$ cat src/core/scr_pkg.sv
/*
 * Constants for the serial configuration register subset: register
 * offsets, field positions, reset values and pin 0 function codes.
 * Assumes an 8-bit register pointer and 8-bit register data.
 */
package scr_pkg;

    // ****************************************************************
    // register offsets
    // ****************************************************************
    localparam logic [7:0] REG_BUS_ADDRESS = 8'h00;
    localparam logic [7:0] REG_SOFT_RESET = 8'h01;
    localparam logic [7:0] REG_PIN0_CFG = 8'h02;

    // ****************************************************************
    // field positions
    // ****************************************************************
    localparam int ADDR_MSB = 7;
    localparam int ADDR_LSB = 1;
    localparam int RST_TRIGGER_BIT = 0;
    localparam int CFG_MODE_MSB = 7;
    localparam int CFG_MODE_LSB = 4;
    localparam int CFG_PULL_MSB = 3;
    localparam int CFG_PULL_LSB = 2;
    localparam int CFG_IBUF_BIT = 1;
    localparam int CFG_DRIVE_BIT = 0;

    // ****************************************************************
    // reset values
    // ****************************************************************
    // arbitrary neutral power-up bus address
    localparam logic [6:0] BUS_ADDR_DEFAULT = 7'h2A;
    localparam logic [7:0] PIN0_CFG_DEFAULT = 8'h05;
    localparam logic [7:0] READ_ZERO = 8'h00;

    // ****************************************************************
    // pin 0 codes
    // ****************************************************************
    localparam logic [3:0] MODE_GP_OUT = 4'h0;
    localparam logic [3:0] MODE_SIG_PRESENT = 4'h1;
    localparam logic [1:0] PULL_NONE = 2'h0;
    localparam logic [1:0] PULL_DOWN = 2'h1;
    localparam logic [1:0] PULL_UP = 2'h2;

    // ****************************************************************
    // serial slave
    // ****************************************************************
    localparam logic [3:0] BITS_PER_BYTE = 4'h8;

endpackage

$ cat src/core/scr_smbus_slave.sv
/*
 * Serial management bus slave: start/stop detection, address match,
 * register pointer byte, write and auto-incrementing read transfers.
 * Assumes SCL and SDA are sampled synchronously to i_core_clk, many
 * core clocks per bus bit; SDA is open drain, driven low only.
 */
`timescale 1ns/10ps
module scr_smbus_slave
(
    input wire logic i_core_clk,
    input wire logic i_rstn,
    input wire logic i_scl,
    input wire logic i_sda,
    input wire logic [6:0] i_own_addr,
    input wire logic [7:0] i_rd_data,
    output logic o_sda_pull,
    output logic o_wr,
    output logic [7:0] o_wr_addr,
    output logic [7:0] o_wr_data,
    output logic [7:0] o_ptr
);

    typedef enum logic [5:0]
    {
        ST_IDLE = 6'b000001,
        ST_ADDR = 6'b000010,
        ST_ACK_A = 6'b000100,
        ST_WDATA = 6'b001000,
        ST_ACK_W = 6'b010000,
        ST_RDATA = 6'b100000
    } scr_state_e;

    scr_state_e st_q, st_d;
    logic scl_q, sda_q, scl_p, sda_p;
    logic [3:0] cnt_q, cnt_d;
    logic [7:0] sh_q, sh_d, ptr_q, ptr_d, wa_q, wa_d, wd_q, wd_d;
    logic first_q, first_d, rw_q, rw_d, drive_q, drive_d, wr_q, wr_d;
    logic master_ack_q, master_ack_d;
    logic scl_rise, scl_fall, start, stop;

    assign scl_rise = scl_q & ~scl_p;
    assign scl_fall = ~scl_q & scl_p;
    assign start = scl_q & scl_p & sda_p & ~sda_q;
    assign stop = scl_q & scl_p & ~sda_p & sda_q;

    always_comb
    begin
        st_d = st_q;
        cnt_d = cnt_q;
        sh_d = sh_q;
        ptr_d = ptr_q;
        wa_d = wa_q;
        wd_d = wd_q;
        first_d = first_q;
        rw_d = rw_q;
        drive_d = drive_q;
        wr_d = 1'b0;
        master_ack_d = master_ack_q;
        if (start)
        begin
            st_d = ST_ADDR;
            cnt_d = 4'h0;
            first_d = 1'b1;
            drive_d = 1'b0;
        end
        else if (stop)
        begin
            st_d = ST_IDLE;
            drive_d = 1'b0;
        end
        else
        begin
            case (st_q)
                ST_IDLE:
                begin
                    drive_d = 1'b0;
                end
                ST_ADDR, ST_WDATA:
                begin
                    if (scl_rise)
                    begin
                        sh_d = {sh_q[6:0], sda_q};
                        cnt_d = cnt_q + 4'h1;
                    end
                    else if (scl_fall && cnt_q == scr_pkg::BITS_PER_BYTE)
                    begin
                        drive_d = 1'b1;
                        if (st_q == ST_ADDR)
                        begin
                            // answer only our own address
                            st_d = (sh_q[7:1] == i_own_addr) ? ST_ACK_A : ST_IDLE;
                            drive_d = (sh_q[7:1] == i_own_addr);
                            rw_d = sh_q[0];
                        end
                        else
                        begin
                            st_d = ST_ACK_W;
                            first_d = 1'b0;
                            if (first_q)
                            begin
                                ptr_d = sh_q;
                            end
                            else
                            begin
                                wr_d = 1'b1;
                                wa_d = ptr_q;
                                wd_d = sh_q;
                                ptr_d = ptr_q + 8'h01;
                            end
                        end
                    end
                end
                ST_ACK_A, ST_ACK_W:
                begin
                    if (scl_fall)
                    begin
                        cnt_d = 4'h0;
                        drive_d = 1'b0;
                        st_d = ST_WDATA;
                        if (st_q == ST_ACK_A && rw_q)
                        begin
                            st_d = ST_RDATA;
                            sh_d = {i_rd_data[6:0], 1'b0};
                            drive_d = ~i_rd_data[7];
                            cnt_d = 4'h1;
                        end
                    end
                end
                ST_RDATA:
                begin
                    // cnt 9 marks the master's acknowledge slot
                    if (scl_fall && cnt_q < scr_pkg::BITS_PER_BYTE)
                    begin
                        drive_d = ~sh_q[7];
                        sh_d = {sh_q[6:0], 1'b0};
                        cnt_d = cnt_q + 4'h1;
                    end
                    else if (scl_fall && cnt_q == scr_pkg::BITS_PER_BYTE)
                    begin
                        drive_d = 1'b0;
                        cnt_d = cnt_q + 4'h1;
                    end
                    else if (scl_rise && cnt_q > scr_pkg::BITS_PER_BYTE)
                    begin
                        master_ack_d = ~sda_q;
                        if (sda_q)
                        begin
                            st_d = ST_IDLE;
                        end
                        else
                        begin
                            ptr_d = ptr_q + 8'h01;
                        end
                    end
                    else if (scl_fall && cnt_q > scr_pkg::BITS_PER_BYTE && master_ack_q)
                    begin
                        sh_d = {i_rd_data[6:0], 1'b0};
                        drive_d = ~i_rd_data[7];
                        cnt_d = 4'h1;
                    end
                end
                default:
                begin
                    st_d = ST_IDLE;
                end
            endcase
        end
    end

    always_ff @(posedge i_core_clk or negedge i_rstn)
    begin
        if (!i_rstn)
        begin
            st_q <= ST_IDLE;
            scl_q <= 1'b1;
            sda_q <= 1'b1;
            scl_p <= 1'b1;
            sda_p <= 1'b1;
            cnt_q <= 4'h0;
            sh_q <= 8'h00;
            ptr_q <= 8'h00;
            wa_q <= 8'h00;
            wd_q <= 8'h00;
            first_q <= 1'b1;
            rw_q <= 1'b0;
            drive_q <= 1'b0;
            wr_q <= 1'b0;
            master_ack_q <= 1'b0;
        end
        else
        begin
            st_q <= st_d;
            scl_q <= i_scl;
            sda_q <= i_sda;
            scl_p <= scl_q;
            sda_p <= sda_q;
            cnt_q <= cnt_d;
            sh_q <= sh_d;
            ptr_q <= ptr_d;
            wa_q <= wa_d;
            wd_q <= wd_d;
            first_q <= first_d;
            rw_q <= rw_d;
            drive_q <= drive_d;
            wr_q <= wr_d;
            master_ack_q <= master_ack_d;
        end
    end

    assign o_sda_pull = drive_q;
    assign o_wr = wr_q;
    assign o_wr_addr = wa_q;
    assign o_wr_data = wd_q;
    assign o_ptr = ptr_q;

    a_foreign_addr_quiet: assert property (@(posedge i_core_clk) disable iff (!i_rstn)
        (st_q == ST_ADDR && !start && !stop && scl_fall && cnt_q == 4'h8
         && sh_q[7:1] != i_own_addr) |=> (!drive_q && st_q == ST_IDLE))
        else $error("slave acknowledged a foreign address");

endmodule

$ cat src/core/scr_top.sv
/*
 * Configuration register subset of a deserializer: bus address,
 * soft reset trigger and general pin 0 configuration, reached over
 * the serial management bus slave.
 * Assumes bus pins synchronous to i_core_clk and an external wire
 * resolver for SDA and pin 0 from the output enables.
 */
//
// Summary of operation
// - slave address is upper seven bits of register zero; only it answers.
// - address register bit zero always reads zero; host writes zero there.
// - address field powers up at default and takes host writes.
// - writing one to reset register bit zero returns pin 0 config to power-up.
// - soft reset leaves the address register unchanged.
// - pin 0 function: 0000 output bit, 0001 signal present, others reserved.
// - pin 0 pull: 00 none, 01 pulldown default, 10 pullup, 11 reserved.
// - pin 0 config bit one enables the input buffer.
// - config bit zero enables pin output driver; default one.
`timescale 1ns/10ps
module scr_top
#(
    parameter logic [6:0] P_BUS_ADDR_DEFAULT = scr_pkg::BUS_ADDR_DEFAULT
)
(
    input wire logic i_core_clk,
    input wire logic i_rstn,
    input wire logic i_scl,
    input wire logic i_sda,
    output logic o_sda_o,
    output logic o_sda_oe_n,
    input wire logic i_gpout0,
    input wire logic i_signal_present0,
    output logic o_pin0_out,
    output logic o_pin0_oe_n,
    output logic o_pin0_pullup,
    output logic o_pin0_pulldown,
    output logic o_pin0_ibuf_en,
    output logic o_soft_reset
);

    // ****************************************************************
    // serial slave
    // ****************************************************************
    logic sda_pull;
    logic wr;
    logic [7:0] wr_addr;
    logic [7:0] wr_data;
    logic [7:0] ptr;
    logic [7:0] rd_data;
    logic [6:0] addr_q, addr_d;

    scr_smbus_slave u_slave
    (
        .i_core_clk(i_core_clk),
        .i_rstn(i_rstn),
        .i_scl(i_scl),
        .i_sda(i_sda),
        .i_own_addr(addr_q),
        .i_rd_data(rd_data),
        .o_sda_pull(sda_pull),
        .o_wr(wr),
        .o_wr_addr(wr_addr),
        .o_wr_data(wr_data),
        .o_ptr(ptr)
    );

    // ****************************************************************
    // register file
    // ****************************************************************
    logic [7:0] cfg_q, cfg_d;
    logic soft_q, soft_d;
    logic sda_oe_n_q, sda_oe_n_d;

    always_comb
    begin
        addr_d = addr_q;
        cfg_d = cfg_q;
        soft_d = 1'b0;
        sda_oe_n_d = ~sda_pull;
        if (soft_q)
        begin
            // only pin 0 config returns to power-up; bus address and slave state are kept
            cfg_d = scr_pkg::PIN0_CFG_DEFAULT;
        end
        else if (wr)
        begin
            case (wr_addr)
                scr_pkg::REG_BUS_ADDRESS:
                begin
                    // bit zero is not stored, so it stays zero
                    addr_d = wr_data[scr_pkg::ADDR_MSB:scr_pkg::ADDR_LSB];
                end
                scr_pkg::REG_SOFT_RESET:
                begin
                    // trigger self-clears; reads back as its default zero
                    soft_d = wr_data[scr_pkg::RST_TRIGGER_BIT];
                end
                scr_pkg::REG_PIN0_CFG:
                begin
                    cfg_d = wr_data;
                end
                default:
                begin
                    // unmapped offsets ignore writes
                    cfg_d = cfg_q;
                end
            endcase
        end
    end

    always_ff @(posedge i_core_clk or negedge i_rstn)
    begin
        if (!i_rstn)
        begin
            addr_q <= P_BUS_ADDR_DEFAULT;
            cfg_q <= scr_pkg::PIN0_CFG_DEFAULT;
            soft_q <= 1'b0;
            sda_oe_n_q <= 1'b1;
        end
        else
        begin
            addr_q <= addr_d;
            cfg_q <= cfg_d;
            soft_q <= soft_d;
            sda_oe_n_q <= sda_oe_n_d;
        end
    end

    // ****************************************************************
    // read mux
    // ****************************************************************
    always_comb
    begin
        case (ptr)
            scr_pkg::REG_BUS_ADDRESS:
            begin
                rd_data = {addr_q, 1'b0};
            end
            scr_pkg::REG_PIN0_CFG:
            begin
                rd_data = cfg_q;
            end
            default:
            begin
                // reset register reads zero: trigger is self-clearing
                rd_data = scr_pkg::READ_ZERO;
            end
        endcase
    end

    // ****************************************************************
    // pin 0 control
    // ****************************************************************
    logic [3:0] mode;
    logic [1:0] pull;
    logic pin_out_q, pin_out_d;
    logic pin_oe_n_q, pin_oe_n_d;
    logic pullup_q, pullup_d;
    logic pulldown_q, pulldown_d;
    logic ibuf_q, ibuf_d;

    assign mode = cfg_q[scr_pkg::CFG_MODE_MSB:scr_pkg::CFG_MODE_LSB];
    assign pull = cfg_q[scr_pkg::CFG_PULL_MSB:scr_pkg::CFG_PULL_LSB];

    always_comb
    begin
        // reserved function codes drive low rather than float
        case (mode)
            scr_pkg::MODE_GP_OUT:
            begin
                pin_out_d = i_gpout0;
            end
            scr_pkg::MODE_SIG_PRESENT:
            begin
                pin_out_d = i_signal_present0;
            end
            default:
            begin
                pin_out_d = 1'b0;
            end
        endcase
        // reserved pull code leaves both resistors off
        pullup_d = (pull == scr_pkg::PULL_UP);
        pulldown_d = (pull == scr_pkg::PULL_DOWN);
        ibuf_d = cfg_q[scr_pkg::CFG_IBUF_BIT];
        // host keeps buffer and driver exclusive; nothing enforced here
        pin_oe_n_d = ~cfg_q[scr_pkg::CFG_DRIVE_BIT];
    end

    always_ff @(posedge i_core_clk or negedge i_rstn)
    begin
        if (!i_rstn)
        begin
            pin_out_q <= 1'b0;
            pin_oe_n_q <= 1'b0;
            pullup_q <= 1'b0;
            pulldown_q <= 1'b1;
            ibuf_q <= 1'b0;
        end
        else
        begin
            pin_out_q <= pin_out_d;
            pin_oe_n_q <= pin_oe_n_d;
            pullup_q <= pullup_d;
            pulldown_q <= pulldown_d;
            ibuf_q <= ibuf_d;
        end
    end

    assign o_sda_o = 1'b0;
    assign o_sda_oe_n = sda_oe_n_q;
    assign o_pin0_out = pin_out_q;
    assign o_pin0_oe_n = pin_oe_n_q;
    assign o_pin0_pullup = pullup_q;
    assign o_pin0_pulldown = pulldown_q;
    assign o_pin0_ibuf_en = ibuf_q;
    assign o_soft_reset = soft_q;

    // ****************************************************************
    // checks
    // ****************************************************************
    a_addr_lsb_zero: assert property (@(posedge i_core_clk) disable iff (!i_rstn)
        (ptr == scr_pkg::REG_BUS_ADDRESS) |-> (rd_data[0] == 1'b0))
        else $error("address register bit zero read as one");

    a_addr_takes_write: assert property (@(posedge i_core_clk) disable iff (!i_rstn)
        (wr && !soft_q && wr_addr == scr_pkg::REG_BUS_ADDRESS)
        |=> (addr_q == $past(wr_data[7:1])))
        else $error("bus address write not taken");

    a_soft_restores: assert property (@(posedge i_core_clk) disable iff (!i_rstn)
        (wr && !soft_q && wr_addr == scr_pkg::REG_SOFT_RESET && wr_data[0])
        |=> soft_q ##1 (!soft_q && cfg_q == scr_pkg::PIN0_CFG_DEFAULT)
        ##1 (o_pin0_pulldown && !o_pin0_oe_n))
        else $error("soft reset did not restore pin configuration");

    a_soft_keeps_addr: assert property (@(posedge i_core_clk) disable iff (!i_rstn)
        soft_q |=> $stable(addr_q))
        else $error("soft reset disturbed the bus address");

    a_mode_signal: assert property (@(posedge i_core_clk) disable iff (!i_rstn)
        (mode == scr_pkg::MODE_SIG_PRESENT) |=> (o_pin0_out == $past(i_signal_present0)))
        else $error("pin 0 not following signal present");

    a_pull_select: assert property (@(posedge i_core_clk) disable iff (!i_rstn)
        (pull == 2'h3) |=> (!o_pin0_pullup && !o_pin0_pulldown))
        else $error("reserved pull code enabled a resistor");

    a_ibuf_gate: assert property (@(posedge i_core_clk) disable iff (!i_rstn)
        $rose(cfg_q[1]) |=> o_pin0_ibuf_en)
        else $error("input buffer enable not applied");

    a_drive_enable: assert property (@(posedge i_core_clk) disable iff (!i_rstn)
        (wr && !soft_q && wr_addr == scr_pkg::REG_PIN0_CFG)
        |=> ##1 (o_pin0_oe_n == ~$past(wr_data[0], 2)))
        else $error("output driver enable mismatch");

    a_reserved_read: assert property (@(posedge i_core_clk) disable iff (!i_rstn)
        (ptr > scr_pkg::REG_PIN0_CFG || ptr == scr_pkg::REG_SOFT_RESET)
        |-> (rd_data == 8'h00))
        else $error("reserved location read nonzero");

endmodule

$ cat config.mk
export PLATFORM = sky130hd
export DESIGN_NAME = scr_top
export DESIGN_NICKNAME = d
export VERILOG_FILES = /design/src/core/scr_pkg.sv /design/src/core/scr_smbus_slave.sv /design/src/core/scr_top.sv
export SDC_FILE = /design/constraint.sdc
export NUM_CORES = 1
export LEC_CHECK = 0
export CAP_MARGIN = 0
export CORE_ASPECT_RATIO = 1.2
export CORE_UTILIZATION = 30
export CTS_CLUSTER_SIZE = 28
export DETAILED_ROUTE_END_ITERATION = 10
export DONT_BUFFER_PORTS = 1
export PLACE_DENSITY = 0.48
export RECOVER_POWER = 50
export SLEW_MARGIN = 0
export SYNTH_ARGS = -nofsm -noshare
export SYNTH_HDL_FRONTEND = slang
export SYNTH_SLANG_ARGS = --single-unit
$ cat constraint.sdc
create_clock -name i_core_clk -period 2.7 [get_ports i_core_clk]
set_clock_uncertainty 0.2 [all_clocks]
set_input_delay 0.405 -clock i_core_clk [delete_from_list [all_inputs] [get_ports i_core_clk]]
set_output_delay 0.405 -clock i_core_clk [all_outputs]
set_load 0.03 [all_outputs]
* Word level (Yosys, flattened, before mapping) *
Cells that the tools add are included.

storage, ports and cells
  flip-flop bits (word level) = 73
  bits of input ports = 6
  logic and storage cells = 198

operators by class
  add/sub/neg operators = 2
  order comparisons = 2
  eq/ne operators = 44
  muxes and demuxes = 73
  bitwise gates (word level) = 23
  reduce and logical (&&, ||, !) cells = 30

operator list
  cell                                                                     count
  8-bit 2-to-1 mux                                                         18
  6-bit 2-to-1 mux                                                         11
  4-bit 2-to-1 mux                                                         8
  8-bit one-hot mux with 2 select lines                                    2
  1-bit 2-to-1 mux                                                         28
  6-bit one-hot mux with 4 select lines                                    1
  8-bit one-hot mux with 3 select lines                                    1
  6-bit AND reduction                                                      4
  8-bit by 2-bit == test with 1-bit output, second input constant          2
  8-bit logical NOT                                                        2
  4-bit by 1-bit inequality test with 1-bit output, second input constant  4
  1-bit inverter                                                           16
  2-bit by 1-bit inequality test with 1-bit output, second input constant  7
  2-bit inequality test, second input constant                             6
  3-bit by 1-bit inequality test with 1-bit output, second input constant  4
  4-bit one-hot mux with 3 select lines                                    1
  10-bit AND reduction                                                     1
  2-bit nonzero test                                                       5
  9-bit AND reduction                                                      1
  8-bit by 1-bit adder with 8-bit output, second input constant            1
  8-bit by 1-bit == test with 1-bit output, second input constant          1
  4-bit by 2-bit inequality test with 1-bit output, second input constant  2
  8-bit AND reduction                                                      1
  1-bit AND                                                                7
  34 further kinds                                                         40

* Depth between registers and ports, before layout *
  depth in word-level cells = 11
  mapped depth = 9
  depth with buffers taken out = 7

* Cells and area by module *
Synthesis repeated with hierarchy kept, for this count alone.

unflattened totals
  cell total of the unflattened synthesis = 356
  area total of the unflattened synthesis = 3,896.2 um2

modules (own cells, without submodules)
  module           times used  cells each  area an instance (um2)  seq. area each (um2)
  scr_smbus_slave  1           265         2,827.7                 1,283.7
  scr_top          1           91          1,068.5                 559.3

* Worst setup path after synthesis *
No wires, ideal clock.

  path type = flip-flop to flip-flop
  from = reg u_slave.st_q[2]
  to = reg u_slave.wa_q[6], in the netlist u_slave.o_wr_addr[6]
  library setup time = 128 ps
  arrival time = 1,997 ps
  required time = 2,372 ps
  slack = 376 ps
  stages on the path, launching flop included = 8
  buffers on the path = 3
  cells stage by stage = dfrtp_1 > buf_6 > or4b_1 > a211oi_2 > and3_1 > buf_4 > buf_6 > mux2_1

on the way
  word-level cells in the longest chain between the ends = 3
  elaborated cells between the ends (all ways) = 5
  classes of those cells = eq/ne (2); bitwise (1); reduce/logical (2)

RTL lines
  what                                                                                                  RTL line                                      source
  start: declaration                                                                                    scr_smbus_slave.sv:33                         scr_state_e st_q, st_d;
  start signal: assignment                                                                              scr_smbus_slave.sv:192                        st_q <= st_d;
  6-bit by 4-bit == test with 1-bit output or 6-bit by 2-bit == test with 1-bit output (tied branches)  scr_smbus_slave.sv:73, scr_smbus_slave.sv:88
  2-bit OR reduction or 1-bit inverter (tied branches)                                                  --
  7-bit AND reduction (no line) *                                                                       --
  end signal: assignment                                                                                scr_smbus_slave.sv:200                        wa_q <= wa_d;
  end: declaration                                                                                      scr_smbus_slave.sv:36                         logic [7:0] sh_q, sh_d, ptr_q, ptr_d, wa_q, wa_d, wd_q, wd_d;

Every way passes the cells marked *; elsewhere a longest branch is shown, timed or not.
A chain may end at the register's enable or synchronous reset.

* Worst setup path after layout *
  from = reg u_slave.st_q[2]
  to = reg u_slave.ptr_q[1], in the netlist u_slave.o_ptr[1]

on the way
  word-level cells in the longest chain between the ends = 4
  elaborated cells between the ends (all ways) = 14
  classes of those cells = eq/ne (10); mux (1); reduce/logical (3)

RTL lines
  what                                                                                                  RTL line                                      source
  6-bit by 4-bit == test with 1-bit output or 6-bit by 2-bit == test with 1-bit output (tied branches)  scr_smbus_slave.sv:73, scr_smbus_slave.sv:88
  2-bit OR reduction                                                                                    scr_smbus_slave.sv:73                         case (st_q)
  2-bit inequality test (no line) (tied with other cells)                                               --
  10-bit AND reduction (no line)                                                                        --
  end signal: assignment                                                                                scr_smbus_slave.sv:199                        ptr_q <= ptr_d;
  end: declaration                                                                                      scr_smbus_slave.sv:36

Several ways; a longest one is shown, not always the timed one.

==> results.rst <==
.. list-table::
   :header-rows: 1

   * - Metric
     - Value
   * - Most numerous cell types in the synthesized netlist
     - dfrtp_1, nand2_1, nor2_1, mux2_2, inv_1
   * - Filler-free cell count of the finished design
     - 528
   * - Clock slew seen by the registers of the worst setup and hold paths
     - 0.06 ns
   * - Post-layout minimum cycle time
     - 2.57 ns
   * - GRT met2 Usage
     - 22.9%
   * - Portion of netlist area occupied by mux cells
     - 13.1%
   * - Total number of yosys warnings
     - 0
   * - Total Power
     - 2.79 mW
   * - Required time of the critical path
     - 2.71 ns
   * - Effective utilization at floorplan
     - 31.3%
   * - Final count of pins violating max slew
     - 74
   * - Result of the run
     - complete, but fails checks
   * - Placement row count
     - 44
   * - Post-synthesis share of cell area spent on xor and xnor gates
     - 2.28%
   * - Post-Route Setup TNS
     - 0 ns
   * - Global placer's final weighted congestion
     - 0.823
   * - Start of the worst register-to-register path
     - u_slave.st_q[2]
   * - Critical Path Sink Type
     - flip-flop
   * - Total overflow reported by the global router
     - 0
   * - Area share of and/or/nand/nor cells after synthesis
     - 17.2%
   * - Peak-usage layer in the global routing report
     - met2
   * - Peak Freq
     - 389 MHz
   * - Total number of nets in the final design
     - 373
   * - Worst hold path startpoint
     - i_gpout0
   * - Max-Slew Margin vs Limit
     - -11.2%
   * - Biggest area contributors in the synthesized netlist
     - dfrtp_1, dfstp_2, mux2_2
   * - Initial antenna violation count
     - 0
   * - Dominant combinational cell family by area after synthesis
     - simple AND/OR/NAND/NOR gates
   * - Core outline area
     - 12300 µm²
   * - Placed cell areas
     - 4040 µm²
   * - CTS tree
     - done
   * - Global routing met3 resource utilization
     - 3.11%
   * - Violations in the final reports
     - max-capacitance violations, max-slew violations
   * - Hold path cells
     - 2
   * - Global-route wire length before repair
     - 14.6 mm
   * - Endpoint with the worst hold slack
     - o_pin0_out
   * - Number of global-route vias before repair
     - 2775
   * - Worst R2R Setup Slack
     - 0.13 ns
   * - Number of post-CTS setup repair buffers
     - 0
   * - Endpoint of the most critical register-to-register path
     - u_slave.o_ptr[1]
   * - Total via count after detailed routing
     - 2783
   * - Arrival @ worst endpoint
     - 2.57 ns
   * - Transition at the pin with the smallest max-transition slack
     - 1.67 ns
   * - EDFF count, synth
     - 0
   * - Share of layout cells above drive strength 1
     - 20.4%
   * - Final period utilization
     - 95.1%
   * - Number of cells produced by synthesis
     - 351
   * - Clk Tree Root Cell
     - clkbuf_16
   * - Pin count of the biggest net entering global routing
     - 74
   * - Global router's overall resource usage
     - 14.2%
   * - Number of nets in the synthesized netlist
     - 362
   * - VDD IR max
     - 277 µV
   * - Clock tree sinks
     - 73
   * - Total DRC errors in the routed layout
     - 0
   * - Syn_area_per_cell
     - 10.9 µm²
   * - Vias per cell
     - 5.27
   * - Final standard cell area without fillers
     - 4380 µm²
   * - Commonest register cell after synthesis
     - dfrtp_1
   * - Number of failing hold endpoints at the final stage
     - 0
   * - Element type at the critical path start
     - flip-flop
   * - Total leakage power
     - 1.98 nW
   * - Total power divided by cell area
     - 637 nW/µm²
   * - Sequential fraction of the synthesis area
     - 48.0%
   * - Number of placed instances with taps included
     - 508
   * - Portion of synthesized cell area occupied by the leading cell type
     - 39.1%
   * - Number of buffers on the longest clock path
     - 2
   * - Number of inserted diodes
     - 0
   * - HPWL after detailed placement
     - 6.25 mm
   * - Total iterations of the first detailed-routing run
     - 4
   * - Worst-path maximum fanout
     - 10
   * - Flops & latches, synth
     - 73
   * - Maximum level of the CTS H-tree
     - 3
   * - DIE AREA
     - 13300 µm²
   * - Critical setup path kind
     - reg2reg
   * - Maximum capacitance violations
     - 1
   * - Area growth from synthesis to final layout
     - 13.9%
   * - Final count of negative-setup-slack endpoints
     - 0
   * - Post-synth ARST share
     - 100%
   * - Clk_lat worst skew
     - 0.34 ns
   * - Setup repair after global routing missed its margin
     - false
   * - Met1 usage in global routing
     - 18.3%
   * - CTS Buf Count
     - 9
   * - Final Routed Wirelength
     - 8.82 mm
   * - Type of the tightest min-delay check
     - in2reg
   * - Reg2Reg Depth
     - 5
   * - Number of antenna-violating nets in the routed design
     - 0
   * - Number of distinct library cells after synthesis
     - 65
   * - Number of top-level pins
     - 14
   * - Floorplan die height
     - 126 µm
   * - Average wire per cell in the routed design
     - 16.7 µm
   * - Most common cell in the synthesized netlist
     - dfrtp_1
   * - Cell area after synthesis
     - 3840 µm²
   * - Number of port buffers
     - 0
   * - Area leader, netlist
     - dfrtp_1
   * - Die span in x
     - 105 µm
   * - Compound-Gate Fraction of Synth Area
     - 13.8%
   * - Adder-cell share of the synthesized area
     - 1.63%
   * - DRT iter0 DRCs
     - 106
placed cells by master, fill, tap and decap left out, drive strengths merged, types with 3 or more instances in the layout:
cell type / netlist / final
dlygate4sd3: 0 / 3
inv: 15 / 16
xor2: 10 / 10
nor2b: 4 / 4
and3: 5 / 5
nand3: 8 / 8
dfstp: 13 / 13
a22oi: 7 / 7
nor4b: 4 / 4
nor4: 6 / 6
a31oi: 6 / 6
and2: 5 / 5
nand4: 4 / 4
nor3: 4 / 4
o21ai: 16 / 16
buf: 11 / 12
a21oi: 10 / 10
ha: 5 / 5
nor3b: 3 / 3
nand2: 28 / 28
nand2b: 6 / 6
mux2i: 10 / 10
nor2: 23 / 23
dfrtp: 60 / 60
o211ai: 9 / 9
clkbuf: 4 / 10
mux2: 33 / 33
worst max path at each step:
stage,startpoint,to,slack [ns],cells past startpoint
after CTS,u_slave.st_q[2],u_slave.o_ptr[1],0.16,5
after floorplan,u_slave.st_q[2],u_slave.o_wr_addr[6],0.38,7
after global routing,u_slave.st_q[4],u_slave.o_ptr[3],0.01,5
after detailed placement,u_slave.st_q[2],u_slave.o_ptr[0],0.18,5
after global placement,u_slave.st_q[2],u_slave.o_ptr[0],0.21,5
final,u_slave.st_q[2],u_slave.o_ptr[1],0.13,5
metal layers:
metal / vias up / share of wire, %
li1: 1312 / -
met5: - / 0
met3: 15 / 3.8
met2: 61 / 48
met4: 0 / 1.9
met1: 1395 / 46
registers in the layout, indices dropped and copies added (netlist names), 4 cells and up:
signal	flops
u_slave.o_wr_data	8
u_slave.sh_q	8
u_slave.cnt_q	4
u_slave.st_q	6
u_slave.o_wr_addr	8
cfg_q	8
addr_q	7
u_slave.o_ptr	8
power breakdown:
part           switching, mW  internal [mW]  total [mW]
combinational          0.210          0.156       0.366
clock                  0.488          0.719        1.21
sequential            0.0700           1.14        1.21
total                  0.768           2.02        2.79
through the flow:
step / utilization (%) / worst slack, ns / hold WS, ns
global placement: 32.9 / 0.208 / -0.0891
CTS: 35.8 / 0.157 / 0.0657
detailed placement: 32.9 / 0.183 / -0.0890
floorplan: - / 0.376 / -0.0906
finish: 35.6 / 0.132 / 0.0729
global route: 35.6 / 0.0110 / 0.108
what timing repair did:
item / CTS / global route
gates resized for setup: 0 / 0
hold endpoints to repair: 75 / 0
hold buffers: 4 / 0
area by class of cell:
class / instances / area, µm²
fill: 1250 / 7900
clock inverter: 6 / 67.6
multi-input combinational: 248 / 1850
tap: 161 / 201
timing repair buffer: 15 / 130
clock buffer: 10 / 229
sequential: 73 / 1840
inverter: 15 / 56.3
kinds of logic after synthesis:
logic type / after synthesis
AND/OR/NAND/NOR: 114
multiplexers: 43
buffers and inverters: 30
flip-flops: 73
AO/OA/AOI/OAI: 75
other: 1
XOR/XNOR: 10
adder cells (fa/ha/maj): 5
critical path, stage by stage, from the launching register on:
cell      delay (ns)
dfrtp_1         0.47
or4b_1          0.60
a211oi_2        0.35
a22o_1          0.43
and2_1          0.29
a31oi_1         0.10
Note: power is estimated with default switching activity, not from simulation.
